### src/design/ics_pkg.sv
// Purpose: constants of the current interrupt status block
// Assumes: 32-bit avalon data, byte addresses, 16 address bits
// Notes:   source codes equal request vector indices
package ics_pkg;
  localparam int          ADDR_W          = 16;
  localparam int          DATA_W          = 32;
  localparam int          NUM_SRC         = 32;
  localparam int          LVL_W           = 3;
  localparam int          CAUSE_W         = 5;
  localparam int          NUM_EVT         = 3;
  // register byte offsets
  localparam logic [15:0] OFS_CUR_STATUS  = 16'hf6a0;
  localparam logic [15:0] OFS_EVT_STATUS  = 16'hf6a4;
  localparam logic [15:0] OFS_EVT_CLEAR   = 16'hf6a8;
  localparam logic [15:0] OFS_EVT_ENABLE  = 16'hf6ac;
  // current status field layout
  localparam int          IDLE_BIT        = 16;
  localparam int          LVL_LSB         = 8;
  localparam int          CAUSE_LSB       = 0;
  // reset and idle values
  localparam logic        IDLE_RST        = 1'b1;
  localparam logic [2:0]  LVL_RST         = 3'h0;
  localparam logic [4:0]  CAUSE_RST       = 5'h1f;
  localparam logic [2:0]  EVT_EN_RST      = 3'h0;
  // source codes
  localparam logic [4:0]  SRC_ECC_FAULT   = 5'h00;
  localparam logic [4:0]  SRC_WR_TIMEOUT  = 5'h01;
  localparam logic [4:0]  SRC_EXT_BASE    = 5'h02;
  localparam logic [4:0]  SRC_SERIAL_BASE = 5'h08;
  localparam logic [4:0]  SRC_FIRST_DMA_GROUP_BASE   = 5'h0a;
  localparam logic [4:0]  SRC_SELF        = 5'h0e;
  localparam logic [4:0]  SRC_PDMA        = 5'h0f;
  localparam logic [4:0]  SRC_PCI0        = 5'h10;
  localparam logic [4:0]  SRC_TIMER_BASE  = 5'h11;
  localparam logic [4:0]  SRC_RESERVED    = 5'h14;
  localparam logic [4:0]  SRC_NAND        = 5'h15;
  localparam logic [4:0]  SRC_PCI_ERR     = 5'h16;
  localparam logic [4:0]  SRC_PCI_PWR     = 5'h17;
  localparam logic [4:0]  SRC_AUDIO       = 5'h18;
  localparam logic [4:0]  SRC_AUDIO_PWR   = 5'h19;
  localparam logic [4:0]  SRC_PCI1        = 5'h1a;
  localparam logic [4:0]  SRC_SECOND_DMA_GROUP_BASE   = 5'h1b;
  localparam logic [4:0]  SRC_SPI         = 5'h1f;
  // event bits
  localparam int          EVT_RAISE       = 0;
  localparam int          EVT_DROP        = 1;
  localparam int          EVT_SWITCH      = 2;
  typedef enum logic {ICS_BUS_IDLE, ICS_BUS_ACK} ics_bus_state_t;
endpackage : ics_pkg

### src/design/ics_current_status.sv
// Purpose: current interrupt status register and core request outputs
// Assumes: request vector and levels are synchronous to mclk
// Notes:   one wait state on every avalon access
//
// Behaviour
// - bit 16 reads 0 while a request goes to the core and 1 when none does.
// - after reset bit 16 is 1, the level field 000 and the cause field 0x1f.
// - bits 10:8 hold the binary priority level of the request sent to the core.
// - with no request pending, level and cause carry no meaning for software.
// - bits 4:0 hold the five-bit code of the source sent to the core.
// - codes 8 to 15 are the serial ports, first dma group, self request and peripheral dma.
// - code 16 is pci 0, 17 to 19 timers, 20 is reserved and never shown, 21 is nand flash.
// - codes 22 to 31 are pci error, pci power, audio link, audio power, pci 1, second dma group and spi.
// - each cause code equals the index of its line in the source request vector.
//
// Our own choice: the Avalon-MM slave port.
module ics_current_status
  import ics_pkg::*;
#(
  parameter int NSRC = ics_pkg::NUM_SRC
) (
  input  wire logic                      mclk,
  input  wire logic                      rst_n,
  input  wire logic [NSRC-1:0]           source_request_vector,
  input  wire logic [NSRC*3-1:0]         source_level_vector,
  output logic                           core_irq_n,
  output logic [2:0]                     core_level,
  output logic [4:0]                     core_cause,
  output logic                           irq,
  input  wire logic [ics_pkg::ADDR_W-1:0] avs_address,
  input  wire logic                      avs_read,
  input  wire logic                      avs_write,
  input  wire logic [ics_pkg::DATA_W-1:0] avs_writedata,
  input  wire logic [3:0]                avs_byteenable,
  output logic [ics_pkg::DATA_W-1:0]     avs_readdata,
  output logic                           avs_waitrequest
);
  import ics_pkg::*;

  // winner selection
  logic [NSRC-1:0]     req_ok;
  logic                enc_valid;
  logic [2:0]          enc_level;
  logic [4:0]          enc_cause;

  // the reserved line is never allowed to reach the core
  assign req_ok = source_request_vector & ~(NSRC'(1) << SRC_RESERVED);

  ics_prio_enc #(
    .N  (NSRC),
    .LW (LVL_W),
    .CW (CAUSE_W)
  ) u_enc (
    .req   (req_ok),
    .lvl   (source_level_vector),
    .valid (enc_valid),
    .level (enc_level),
    .cause (enc_cause)
  );

  // current request state
  logic                pend_q;
  logic                pend_d;
  logic [2:0]          lvl_q;
  logic [2:0]          lvl_d;
  logic [4:0]          cause_q;
  logic [4:0]          cause_d;

  assign pend_d  = enc_valid;
  // idle fields fall back to the reset pattern so reads stay predictable
  assign lvl_d   = enc_valid ? enc_level : LVL_RST;
  // code is the vector index itself, so the source map is fixed by wiring
  assign cause_d = enc_valid ? enc_cause : CAUSE_RST;

  always_ff @(posedge mclk or negedge rst_n) begin
    if (!rst_n) begin
      pend_q  <= ~IDLE_RST;
      lvl_q   <= LVL_RST;
      cause_q <= CAUSE_RST;
    end else begin
      pend_q  <= pend_d;
      lvl_q   <= lvl_d;
      cause_q <= cause_d;
    end
  end

  // core side outputs
  always_ff @(posedge mclk or negedge rst_n) begin
    if (!rst_n) begin
      core_irq_n <= IDLE_RST;
      core_level <= LVL_RST;
      core_cause <= CAUSE_RST;
    end else begin
      core_irq_n <= ~pend_d;
      core_level <= lvl_d;
      core_cause <= cause_d;
    end
  end

  // status word, reserved bits tied low
  logic [DATA_W-1:0]   cur_status;
  always_comb begin
    cur_status                        = '0;
    cur_status[IDLE_BIT]              = ~pend_q;
    cur_status[LVL_LSB +: LVL_W]      = lvl_q;
    cur_status[CAUSE_LSB +: CAUSE_W]  = cause_q;
  end

  // event detection
  logic [NUM_EVT-1:0]  evt_set;
  logic [NUM_EVT-1:0]  evt_clr;
  logic [NUM_EVT-1:0]  evt_sts_q;
  logic [NUM_EVT-1:0]  evt_en_q;
  logic [NUM_EVT-1:0]  evt_en_d;

  assign evt_set[EVT_RAISE]  = pend_d && !pend_q;
  assign evt_set[EVT_DROP]   = !pend_d && pend_q;
  assign evt_set[EVT_SWITCH] = pend_d && pend_q && (cause_d != cause_q);

  ics_evt_flags #(
    .N (NUM_EVT)
  ) u_flags (
    .mclk    (mclk),
    .rst_n   (rst_n),
    .set     (evt_set),
    .clr     (evt_clr),
    .flags_q (evt_sts_q)
  );

  // avalon slave
  ics_bus_state_t      bus_q;
  ics_bus_state_t      bus_d;
  logic                req_any;
  logic                acc_done;
  logic                wr_done;
  logic                hit_cur;
  logic                hit_sts;
  logic                hit_clr;
  logic                hit_en;
  logic                be0;
  logic [DATA_W-1:0]   rd_mux;

  assign req_any  = avs_read || avs_write;
  assign acc_done = req_any && (bus_q == ICS_BUS_ACK);
  assign wr_done  = avs_write && (bus_q == ICS_BUS_ACK);
  assign hit_cur  = avs_address == OFS_CUR_STATUS;
  assign hit_sts  = avs_address == OFS_EVT_STATUS;
  assign hit_clr  = avs_address == OFS_EVT_CLEAR;
  assign hit_en   = avs_address == OFS_EVT_ENABLE;
  assign be0      = avs_byteenable[0];

  assign evt_clr  = (wr_done && hit_clr && be0) ? avs_writedata[NUM_EVT-1:0] : '0;
  assign evt_en_d = (wr_done && hit_en && be0) ? avs_writedata[NUM_EVT-1:0] : evt_en_q;

  // clear register reads zero, unmapped words read zero
  assign rd_mux = hit_cur ? cur_status :
                  hit_sts ? DATA_W'(evt_sts_q) :
                  hit_en  ? DATA_W'(evt_en_q) : '0;

  always_comb begin
    bus_d = bus_q;
    unique case (bus_q)
      ICS_BUS_IDLE: begin
        if (req_any) begin
          bus_d = ICS_BUS_ACK;
        end
      end
      ICS_BUS_ACK: begin
        bus_d = ICS_BUS_IDLE;
      end
    endcase
  end

  always_ff @(posedge mclk or negedge rst_n) begin
    if (!rst_n) begin
      bus_q           <= ICS_BUS_IDLE;
      avs_waitrequest <= 1'b1;
      avs_readdata    <= '0;
      evt_en_q        <= EVT_EN_RST;
    end else begin
      bus_q           <= bus_d;
      avs_waitrequest <= !(req_any && bus_q == ICS_BUS_IDLE);
      evt_en_q        <= evt_en_d;
      if (avs_read && bus_q == ICS_BUS_IDLE) begin
        avs_readdata <= rd_mux;
      end
    end
  end

  // level interrupt, registered so it leaves a flop
  always_ff @(posedge mclk or negedge rst_n) begin
    if (!rst_n) begin
      irq <= 1'b0;
    end else begin
      irq <= |((evt_set | (evt_sts_q & ~evt_clr)) & evt_en_d);
    end
  end

  // ---------------------------------------------------------------
  // checks
  // ---------------------------------------------------------------
  logic                fresh_q;
  logic [NSRC-1:0]     req_prev_q;
  logic [NUM_EVT-1:0]  wr_low;

  assign wr_low = avs_writedata[NUM_EVT-1:0];

  always_ff @(posedge mclk or negedge rst_n) begin
    if (!rst_n) begin
      fresh_q    <= 1'b1;
      req_prev_q <= '0;
    end else begin
      fresh_q    <= 1'b0;
      req_prev_q <= req_ok;
    end
  end
endmodule : ics_current_status

### src/design/ics_evt_flags.sv
// Purpose: sticky event flags with write-one-to-clear
// Assumes: set and clear are one-cycle pulses
// Notes:   a set in the clearing cycle wins
module ics_evt_flags #(
  parameter int N = 3
) (
  input  wire logic         mclk,
  input  wire logic         rst_n,
  input  wire logic [N-1:0] set,
  input  wire logic [N-1:0] clr,
  output logic [N-1:0]      flags_q
);
  logic [N-1:0] flags_d;
  assign flags_d = set | (flags_q & ~clr);
  always_ff @(posedge mclk or negedge rst_n) begin
    if (!rst_n) begin
      flags_q <= '0;
    end else begin
      flags_q <= flags_d;
    end
  end
endmodule : ics_evt_flags

### src/design/ics_prio_enc.sv
// Purpose: pick the winning request from the source vector
// Assumes: higher level wins, lower index wins a tie
// Notes:   purely combinational
module ics_prio_enc #(
  parameter int N     = 32,
  parameter int LW    = 3,
  parameter int CW    = 5
) (
  input  wire logic [N-1:0]    req,
  input  wire logic [N*LW-1:0] lvl,
  output logic                 valid,
  output logic [LW-1:0]        level,
  output logic [CW-1:0]        cause
);
  always_comb begin
    valid = 1'b0;
    level = '0;
    cause = '0;
    for (int i = 0; i < N; i++) begin
      if (req[i] && (!valid || lvl[i*LW +: LW] > level)) begin
        valid = 1'b1;
        level = lvl[i*LW +: LW];
        cause = CW'(i);
      end
    end
  end
endmodule : ics_prio_enc

### config.mk
export PLATFORM = sky130hd
export DESIGN_NAME = ics_current_status
export DESIGN_NICKNAME = d
export VERILOG_FILES = /design/src/design/ics_pkg.sv /design/src/design/ics_current_status.sv /design/src/design/ics_evt_flags.sv /design/src/design/ics_prio_enc.sv
export SDC_FILE = /design/constraint.sdc
export NUM_CORES = 1
export LEC_CHECK = 0
export ABC_AREA = 0
export BUFFER_PORTS_ARGS = -buffer_cell sky130_fd_sc_hd__buf_2
export CAP_MARGIN = 25
export CORE_MARGIN = 2
export CORE_UTILIZATION = 25
export DETAILED_ROUTE_END_ITERATION = 8
export PLACE_DENSITY_LB_ADDON = 0.15
export SLEW_MARGIN = 20
export SYNTH_ARGS = -nofsm -noshare
export SYNTH_HDL_FRONTEND = slang
export SYNTH_HIERARCHICAL = 1
export SYNTH_SLANG_ARGS = --single-unit
### constraint.sdc
create_clock -name mclk -period 4 [get_ports mclk]
set_input_delay 1.2 -clock mclk [delete_from_list [all_inputs] [get_ports mclk]]
set_output_delay 1.2 -clock mclk [all_outputs]
set_load 0.02 [all_outputs]
* Yosys cells after proc, flatten, opt, wreduce, memory -nomap -nowiden
Cells that the tools add are included.
** Storage, ports and cells
- Register bits after elaboration :: 51
- Output and inout port bits :: 43
- Bits of input ports :: 184
- Word-level logic and storage cells :: 259
** Cells by class
- Reductions and logical operators :: 106
- Equal/unequal tests :: 5
- Bitwise logic cells :: 7
- Order comparisons :: 30
- Mux-type cells :: 101
** Operator list (count)
- 2-to-1 mux 3 bit :: 40
- greater-than comparator 3 bit :: 30
- 2-to-1 mux 5 bit :: 16
- equality test 16 bit (second input constant) :: 4
- logical AND 1 bit :: 41
- logical NOT 1 bit :: 33
- 2-to-1 mux 1 bit :: 33
- 2-to-1 mux 4 bit :: 8
- logical OR 1 bit :: 31
- 2-to-1 mux 17 bit :: 1
- bitwise AND 3 bit :: 2
- != test 5 bit :: 1
- 2-to-1 mux 2 bit :: 2
- NOT 1 bit :: 3
- NOT 3 bit :: 1
- OR 3 bit :: 1
- OR reduction 3 bit :: 1
- one-hot mux 1 bit (2 select lines) :: 1

* Depth between registers and ports, before layout
Gate-level depths: netlist of the first run.
- Depth in word-level cells :: 127
- Depth in mapped cells :: 283
- Mapped depth without buffers :: 278

* Hierarchy
The synthesis of the first run kept the hierarchy.
** By module, submodules not included
- ics_prio_enc :: instances 1, cells each 743, area each 4921.0 µm², sequential area each 0.0 µm²
- ics_current_status :: instances 1, cells each 136, area each 1410.1 µm², sequential area each 634.4 µm²
- ics_evt_flags :: instances 1, cells each 9, area each 108.9 µm², sequential area each 75.1 µm²

* Worst setup path before layout of the first run
OpenSTA, ideal clock, no wires.
- Path type :: input -> register
- Start point :: input source_request_vector[0]
- End point :: register irq
- Cell stages on the path :: 254
- Arrival time :: 45724 ps
- Slack :: -41848 ps
- Setup time :: 124 ps
- Cells stage by stage :: buf_6 -> and2_1 -> ha_1 -> and3_1 -> a211o_1 -> and2_1 -> or2_2 -> ha_1 -> and3_1 -> a21oi_1 -> o21ai_1 -> nand2_1 -> nand2_1 -> ha_1 -> a21oi_1 -> o21ai_1 -> a31oi_2 -> mux2i_1 -> [218 not listed] -> a31oi_1 -> o21ai_1 -> inv_1 -> and2_1 -> o21ba_1 -> ha_1 -> a21o_1 -> a21oi_1 -> a31oi_1 -> o21ai_1 -> and3_1 -> nand4_1 -> or2_2 -> xor2_1 -> nor3_1 -> a31oi_1 -> a21o_1 -> a211o_1
** Between the ends
- Word-level cells in the longest chain between the ends :: 127
- Elaborated cells between the ends (all ways) :: 221
- Classes of those cells :: order compare (30); eq/ne (1); mux (92); bitwise (2); reduce/logical (96)
** RTL lines
- start, declared :: line ics_current_status.sv:24 : input wire logic [NSRC-1:0] source_request_vector,
- 2-to-1 mux 3 bit or 2-to-1 mux 1 bit (tied branches) :: line ics_prio_enc.sv:20 : if (req[i] && (!valid || lvl[i*LW +: LW] > level)) begin
- greater-than comparator 3 bit or logical NOT 1 bit (tied branches) :: line ics_prio_enc.sv:20
- logical OR 1 bit :: line ics_prio_enc.sv:20
- logical AND 1 bit :: line ics_prio_enc.sv:20
- 2-to-1 mux 3 bit or 2-to-1 mux 1 bit (tied branches) :: line ics_prio_enc.sv:20
- greater-than comparator 3 bit or logical NOT 1 bit (tied branches) :: line ics_prio_enc.sv:20
- logical OR 1 bit :: line ics_prio_enc.sv:20
- logical AND 1 bit :: line ics_prio_enc.sv:20
- [113 not listed]
- via enc_cause[4] :: line ics_current_status.sv:44 : logic [4:0] enc_cause;
- 2-to-1 mux 5 bit (*) :: line ics_current_status.sv:73 : assign cause_d = enc_valid ? enc_cause : CAUSE_RST;
- != test 5 bit (*) :: line ics_current_status.sv:118 : assign evt_set[EVT_SWITCH] = pend_d && pend_q && (cause_d != cause_q);
- logical AND 1 bit (*) :: line ics_current_status.sv:118
- via evt_set[2] :: line ics_current_status.sv:110 : logic [NUM_EVT-1:0] evt_set;
- OR 3 bit (*) :: line ics_current_status.sv:195 : irq <= |((evt_set | (evt_sts_q & ~evt_clr)) & evt_en_d);
- bitwise AND 3 bit (*) :: line ics_current_status.sv:195
- OR reduction 3 bit (*) :: line ics_current_status.sv:195
- end signal, assigned :: line ics_current_status.sv:195
- end, declared :: line ics_current_status.sv:29 : output logic irq,
The timed path passes the listed nets; every way through them passes the cells marked *.
A chain may end at the register's enable or synchronous reset.

* Final worst setup path of the first run
Ends and elaborated chain as after synthesis.

==> results of run 1 <==
[final timing paths]
check                                          from               to  slack, ns  depth (start not counted)
setup / recovery           source_request_vector[0]              irq     -39.72                        263
hold / removal                      avs_readdata[2]  avs_readdata[2]       0.48                          2
setup reg to reg                              bus_q              irq       2.33                          4
hold reg to reg                     avs_readdata[2]  avs_readdata[2]       0.48                          2
max in group asynchronous                     rst_n    core_level[1]       2.64                          1
min in group asynchronous                     rst_n  avs_readdata[0]       0.95                          1
[tightest hold or removal path: cells and delay by family (launching register included)]
family,cells,cell delay [ns]
flops,1,0.35
simple gates,1,0.05
compound gates,1,0.05
[per-layer routing]
| metal | routed length, um | track usage, % | up-vias |
|---|---|---|---|
| met5 | 0 | 0 | - |
| met4 | 479 | 3.40 | 0 |
| met3 | 1090 | 1.16 | 34 |
| met2 | 13700 | 35.2 | 196 |
| met1 | 13200 | 27.7 | 4287 |
| li1 | - | - | 4618 |
[sequential cells by signal, indices dropped and copies added, names as in the netlist]
register,count
core_level,3
pend_q,1
u_flags/flags_q,3
avs_readdata,9
core_irq_n,1
avs_waitrequest,1
evt_en_q,3
core_cause,5
bus_q,1
irq,1
[final cells by class]
class	count	area share, %
flip-flops and latches	28	5.33
clock buffers	3	0.564
multi-input cells	760	53.3
diodes	1	0.0188
repair buffers	663	35.0
clock inverters	1	0.226
well taps	330	3.10
inverters	87	2.47
[through the flow]
| step | setup WS [ns] | util [%] | area [um2] |
|---|---|---|---|
| floorplan | -38.92 | - | 7190 |
| global placement | -40.12 | 42.6 | 10800 |
| detailed placement | -40.65 | 42.6 | 10800 |
| CTS | -39.08 | 48.9 | 12300 |
| global route | -42.34 | 52.7 | 13300 |
| finish | -39.72 | 52.7 | 13300 |
[cell families (layout without fill, tap and decap cells)]
kind of cell | count (synthesis) | after routing
buffers and inverters | 126 | 754
XOR/XNOR | 5 | 5
other | 1 | 28
adder cells (fa/ha/maj) | 75 | 75
AND/OR/NAND/NOR | 310 | 310
flip-flops | 28 | 28
AO/OA/AOI/OAI | 319 | 319
multiplexers | 24 | 24
[cell usage in the layout, fill, tap and decap left out, types with 16 or more instances in the layout]
cell,n
buf_4,473
buf_2,168
inv_1,70
nand2_1,65
nor2_1,57
ha_1,34
a21oi_2,31
ha_4,30
conb_1,27
o21ai_2,24
a21oi_1,22
dfrtp_1,21
nand2_2,20
buf_6,19
inv_2,16
a21oi_4,16
[what timing repair did]
action	4_1_cts	5_1_grt
buffers inserted	118	42
pin swaps	157	190
endpoints found under the setup margin	14	14
resized for setup	127	137
==> run_results.csv, run 1 <==
group,metric,value,unit
route,wire_per_inst,15.2,um
worst_setup_path,cp_top_family,"compound AO/OA/AOI/OAI gates",
worst_setup_path,slowest_delay,0.58,ns
cts,clock_path_buffers,2,
route,drc_errors,0,
floorplan,floorplan.initialDensity,25.5,%
timing,skew,0.00205,ns
outcome,violations,"negative setup slack",
worst_setup_path,startpoint_type,"primary input",
yosys,yosys_warnings,6,
cts,clock_latency,0.27,ns
timing,min_period_over_period,1090,%
route,viasPerCell,4.88,
yosys,synth-edff-count,0,
worst_setup_path,worstPathMaxFanout,6,
yosys,synth_compound_area_share,35.7,%
final_layout,drive_gt1_share,64.7,%
cts,clock_tree.root_cell,"clkbuf_16",
final_layout,multiInputGateArea,7100,um2
placed_design,dp_hpwl,22.4,mm
yosys,synth_area_leaders,"ha_1, dfrtp_1, nand2_1",
grt,grt_max_degree,29,
timing,holdWs,0.485,ns
timing,grt_setup_unrepaired,"yes",
placed_design,dp_cells,1721,
final_layout,regArea,709,um2
worst_setup_path,critPathSlowestCell,"or4_4",
cts,cts_sinks,28,
worst_setup_path,endpoint_kind,"flop",
grt,grt_pass1_wl,44.2,mm
yosys,synth_fa_ha_area_share,14.4,%
floorplan,dieWidth,165,um
final_layout,nets,1797,
yosys,netlist_top_cells_count,"nand2_1, inv_1, ha_1",
yosys,yosys-mux-area-fraction,3.94,%
cts,holdBufCountCts,0,
timing,slew_viol_final,0,
worst_setup_path,path_class,"in2reg",
route,antenna_left,0,
yosys,syn_avg_cell_area,7.25,um2
yosys,syn_inst,888,
cts,clk_pin_slew,0.07,ns
yosys,netlist_area,6440,um2
worst_setup_path,cp.required,4.15,ns
placed_design,io_buffer_count,170,
floorplan,die_h,165,um
placed_design,place_congestion,0.851,
grt,grt-ovfl-total,0,
yosys,synth-main-ff-cell,"dfrtp_1",
timing,finalWorstPathRequiredPeriod,43.72,ns
min_path,min_path_type,"reg2reg",
yosys,synth-seq-cells,28,
grt,antenna_found_initial,1,
run,maxCapViolations,0,
route,first_pass_iters,5,
grt,track_usage,20.1,%
yosys,netlist.area_leader.share,13.6,%
yosys,yosysTopAreaCell,"ha_1",
timing,layout_setup_ws,-39.72,ns
grt,grt_pass1_vias,8992,
worst_setup_path,cpMostUsedCell,"buf_4",
timing,max_freq,22.9,MHz
route,drt_first_iter_violations,363,
yosys,synth_top_family_by_area,"compound AO/OA/AOI/OAI gates",
timing,slew_headroom,45.4,%
final_layout,area_growth,107,%
worst_setup_path,cp_data_arrival_time,43.87,ns
timing,finalHoldViolCount,0,
route,vias,9135,
cts,cts_made_buffers,3,
timing,setup_tns,-395.43,ns
outcome,status,"finished with violations",
timing,setup_viol,14,
route,drt-total-wl,28.4,mm
timing,worst_slew_pin_slew,0.813,ns
yosys,yosysMostFrequentCell,"nand2_1",
cts,h-tree-depth,1,
yosys,synth_xor_area_share,0.680,%
yosys,synthDistinctLibCells,97,
floorplan,io_pins,227,
floorplan,core,25300,um2
cts,cts_tree,"yes",
yosys,async_flop_share,100,%
final_layout,stdcell_count,1873,
yosys,yosysSeqAreaShare,11.0,%
floorplan,die-area,27100,um2
yosys,synthSimpleGateAreaFrac,25.1,%
floorplan,rows,58,
worst_setup_path,critPathBufInv,49,
final_layout,nFillCells,2439,
Power of run 1 is left out: the tool's default activity adds up to more than one toggle a clock period on the data nets, which glitch-free logic cannot reach.
==> run 2: changes to the inputs <==
- SKIP_LAST_GASP: unset -> 1
- SLEW_MARGIN: 20 -> unset
==> run 2 against run 1 <==
Net effect: the run still ends with negative setup slack left; critical path depth is 5 lower; first-iteration DRC count is 1.7% higher; global-route usage hardly changed; critical path type unchanged.
==> run_results.csv, run 2 (same netlist as run 1, synthesis figures left out) <==
group,metric,value,unit
cts,cts_made_buffers,3,
placed_design,dp_cells,1721,
run,maxCapViolations,0,
timing,skew,0.00215,ns
worst_setup_path,slowest_delay,0.58,ns
final_layout,final_cell_mix,"buf_4, buf_2, inv_1, nand2_1, nor2_1",
worst_setup_path,critPathBufInv,37,
timing,finalWorstPathRequiredPeriod,43.73,ns
route,viasPerCell,4.88,
floorplan,die-area,27100,um2
route,wire_per_inst,15.2,um
timing,setup_tns,-395.52,ns
floorplan,io_pins,227,
outcome,violations,"negative setup slack",
worst_setup_path,worstPathMaxFanout,6,
grt,grt_pass1_wl,44.2,mm
worst_setup_path,critPathSlowestCell,"or4_4",
timing,setup_viol,14,
floorplan,rows,58,
placed_design,io_buffer_count,170,
outcome,status,"finished with violations",
cts,holdBufCountCts,0,
timing,worst_slew_pin_slew,0.813,ns
cts,cts_tree,"yes",
grt,grt_max_degree,29,
final_layout,nets,1797,
worst_setup_path,timing.rr.end,"irq",
worst_setup_path,r2r_slack,2.33,ns
worst_setup_path,cp.required,4.15,ns
timing,slew_headroom,45.4,%
final_layout,stdcell_count,1873,
grt,track_usage,20.1,%
worst_setup_path,cpMostUsedCell,"buf_4",
floorplan,floorplan.initialDensity,25.5,%
final_layout,regMostFlops,"avs_readdata",
worst_setup_path,r2r-start,"bus_q",
cts,clock_path_buffers,2,
timing,min_period_over_period,1090,%
route,drc_errors,0,
final_layout,top_regs,"avs_readdata (9), core_cause (5)",
worst_setup_path,cp_data_arrival_time,43.88,ns
worst_setup_path,startpoint_type,"primary input",
grt,grt_pass1_vias,8988,
floorplan,die_h,165,um
cts,clock_tree.root_cell,"clkbuf_16",
min_path,min_path_type,"reg2reg",
final_layout,largest_reg_flops,9,
worst_setup_path,endpoint_kind,"flop",
cts,cts_sinks,28,
route,antenna_left,0,
worst_setup_path,cp_top_family,"compound AO/OA/AOI/OAI gates",
min_path,min_to,"avs_readdata[2]",
min_path,min_path_cells,2,
final_layout,area_growth,107,%
route,first_pass_iters,5,
timing,grt_setup_unrepaired,"yes",
timing,layout_setup_ws,-39.73,ns
final_layout,nFillCells,2439,
cts,clock_latency,0.27,ns
final_layout,final_common_cell,"buf_4",
route,drt_first_iter_violations,369,
grt,antenna_found_initial,1,
timing,max_freq,22.9,MHz
placed_design,dp_hpwl,22.4,mm
placed_design,placed_cell_area,10800,um2
floorplan,dieWidth,165,um
floorplan,core,25300,um2
cts,h-tree-depth,1,
cts,clk_pin_slew,0.07,ns
route,vias,9136,
route,drt-total-wl,28.5,mm
placed_design,place_congestion,0.851,
timing,finalHoldViolCount,0,
min_path,hp-start,"avs_readdata[2]",
timing,slew_viol_final,0,
grt,grt-ovfl-total,0,
worst_setup_path,path_class,"in2reg",
final_layout,drive_gt1_share,64.6,%
worst_setup_path,reg2regPathDepth,4,
final_layout,stdcell_area,13300,um2
## run 2: cell counts in the layout (fill, tap and decap cells not counted)
No cell type changed its count.
## run 2: worst max path at each step
stage | cells after the start | start | to
finish | 258 | source_request_vector[0] | irq
global placement | 252 | source_request_vector[0] | irq
global route | 262 | source_request_vector[0] | irq
floorplan | 258 | source_request_vector[0] | irq
CTS | 258 | source_request_vector[0] | irq
detailed placement | 254 | source_request_vector[0] | irq
## run 2: final cells by class
type	count	area, um2	area share [%]
multi-input cells	760	7090	53.3
diodes	1	2.50	0.0188
flip-flops and latches	28	709	5.33
inverters	87	329	2.47
clock inverters	1	30.0	0.226
repair buffers	663	4650	35.0
clock buffers	3	75.1	0.564
well taps	330	413	3.10
## run 2: worst reg2reg max path, cell delays in order, from the launching register on
cell and delay, ns:
dfrtp_1 0.35, and4_1 0.38, nand3_1 0.22, mux2_2 0.33, a211o_1 0.29
## run 2: metal layers
metal	vias to the layer above	GRT usage [%]	routed length [um]
met1	4291	27.7	13300
met3	34	1.16	1060
met2	194	35.2	13700
met5	-	0	0
met4	0	3.40	471
li1	4617	-	-
## run 2: through the flow
| stage | util (%) | worst slack (ns) | hold slack [ns] |
|---|---|---|---|
| after floorplan | - | -38.92 | 0.458 |
| after global placement | 42.6 | -40.12 | 0.469 |
| after detailed placement | 42.6 | -40.65 | 0.475 |
| after CTS | 48.9 | -39.08 | 0.494 |
| after global routing | 52.7 | -42.33 | 0.512 |
| final | 52.7 | -39.73 | 0.485 |
## run 2: what timing repair did
action                                  CTS  global route
resized for setup                       127           135
endpoints found under the setup margin   14            14
buffers inserted                        118            42
gates cloned                              0             0
pin swaps                               156           190
Power of run 2 is left out for the same reason.
==> run 3: changes to the inputs <==
- RECOVER_POWER: unset -> 50
==> run 3 against run 2 <==
Net effect: the run ends with max-capacitance violations, max-slew violations, negative setup slack left; register-to-register slack about the same; via count hardly changed; flip-flop and latch count did not move; setup slack about the same; first-iteration DRC count unchanged; count of clock-buffer cells in the layout did not move; critical path type unchanged; largest cell class unchanged.
==> run_results.csv, run 3 (same netlist as run 1, synthesis figures left out) <==
group,metric,value,unit
final_layout,final_common_cell,"buf_4",
cts,cts_made_buffers,3,
route,drc_errors,0,
route,vias,9137,
final_layout,nets,1797,
timing,worst_slew_pin_slew,1.52,ns
placed_design,io_buffer_count,170,
route,antenna_left,0,
final_layout,regMostFlops,"avs_readdata",
worst_setup_path,cp_top_family,"compound AO/OA/AOI/OAI gates",
placed_design,place_congestion,0.851,
grt,met3_usage,1.16,%
floorplan,floorplan.initialDensity,25.5,%
grt,track_usage,20.1,%
worst_setup_path,worstPathMaxFanout,6,
grt,grt-ovfl-total,0,
final_layout,drive_gt1_share,64.5,%
timing,finalWorstPathRequiredPeriod,43.72,ns
worst_setup_path,critPathSlowestCell,"or4_4",
timing,slew_headroom,-1.18,%
final_layout,area_growth,107,%
final_layout,largest_reg_flops,9,
cts,clock_latency,0.27,ns
cts,clk_pin_slew,0.07,ns
route,viasPerCell,4.88,
route,first_pass_iters,5,
min_path,min_path_type,"reg2reg",
grt,met1_usage,27.7,%
route,drt-total-wl,28.5,mm
grt,antenna_found_initial,1,
cts,cts_tree,"yes",
final_layout,nFillCells,2440,
worst_setup_path,r2r_slack,2.33,ns
outcome,status,"finished with violations",
worst_setup_path,cp_data_arrival_time,43.88,ns
worst_setup_path,endpoint_kind,"flop",
grt,grt_pass1_vias,8988,
grt,grt_use_met2,35.2,%
run,maxCapViolations,1,
route,wire_per_inst,15.2,um
cts,cts_sinks,28,
timing,skew,0.00215,ns
final_layout,final_util,52.7,%
timing,holdWs,0.485,ns
placed_design,placed_cell_area,10800,um2
floorplan,die-area,27100,um2
route,drt_first_iter_violations,369,
worst_setup_path,startpoint_type,"primary input",
grt,grt_busiest_layer,"met2",
final_layout,final_cell_mix,"buf_4, buf_2, inv_1, nand2_1, nor2_1",
cts,clock_tree.root_cell,"clkbuf_16",
cts,clock_path_buffers,2,
floorplan,die_h,165,um
worst_setup_path,cp.required,4.15,ns
timing,layout_setup_ws,-39.72,ns
floorplan,core,25300,um2
grt,grt_max_degree,29,
outcome,violations,"max-capacitance violations, max-slew violations, negative setup slack",
grt,grt_pass1_wl,44.2,mm
floorplan,io_pins,227,
timing,finalHoldViolCount,0,
floorplan,dieWidth,165,um
final_layout,top_regs,"avs_readdata (9), core_cause (5)",
worst_setup_path,cpMostUsedCell,"buf_4",
placed_design,dp_hpwl,22.4,mm
worst_setup_path,slowest_delay,0.58,ns
worst_setup_path,critPathBufInv,37,
placed_design,preCtsSetupSlack,-40.65,ns
timing,slew_viol_final,29,
timing,grt_setup_unrepaired,"yes",
floorplan,rows,58,
cts,h-tree-depth,1,
timing,setup_viol,14,
worst_setup_path,path_class,"in2reg",
timing,min_period_over_period,1090,%
final_layout,stdcell_area,13300,um2
timing,max_freq,22.9,MHz
[run 3: cell types whose count changed in the layout (fill, tap and decap cells not counted), sizes merged]
cell,previous run,this run
buf,663,661
clkbuf,3,5
[run 3: cell type report]
| type | count | area, um2 | area share (%) |
|---|---|---|---|
| clock inverter | 1 | 30.0 | 0.226 |
| multi-input combinational | 760 | 7090 | 53.3 |
| inverter | 87 | 329 | 2.47 |
| sequential | 28 | 709 | 5.33 |
| timing repair buffer | 663 | 4650 | 35.0 |
| tap | 330 | 413 | 3.10 |
| antenna | 1 | 2.50 | 0.0188 |
| clock buffer | 3 | 75.1 | 0.564 |
[run 3: worst paths after layout]
kind                                          startpoint  depth (start not counted)              end
min in group asynchronous                          rst_n                          1  avs_readdata[0]
worst min register to register           avs_readdata[2]                          2  avs_readdata[2]
worst min-delay path                     avs_readdata[2]                          2  avs_readdata[2]
max in group asynchronous                          rst_n                          1    core_level[1]
worst max register to register                     bus_q                          4              irq
worst max-delay path            source_request_vector[0]                        258              irq
[run 3: what timing repair did]
action / 4_1_cts / 5_1_grt
gates resized for setup: 127 / 135
pin swaps: 156 / 190
hold buffers: 0 / 0
setup buffers: 118 / 42
setup endpoints to repair: 14 / 14
[run 3: per-layer routing]
layer / part of all wire, % / up-vias
li1: - / 4617
met1: 47 / 4292
met2: 48 / 194
met3: 3.7 / 34
met4: 1.7 / 0
met5: 0 / -
[run 3: through the flow]
stage / std cells / TNS [ns]
2_1_floorplan: 914 / -381.49
3_3_place_gp: 1721 / -397.96
3_5_place_dp: 1721 / -403.23
4_1_cts: 1841 / -389.26
5_1_grt: 1873 / -421.70
6_report: 1873 / -395.52
[run 3: worst min-delay path: stages (launching register included)]
cell     delay, ns
dfrtp_1       0.35
nand2_1       0.05
o31ai_1       0.05
Power of run 3 is left out for the same reason.
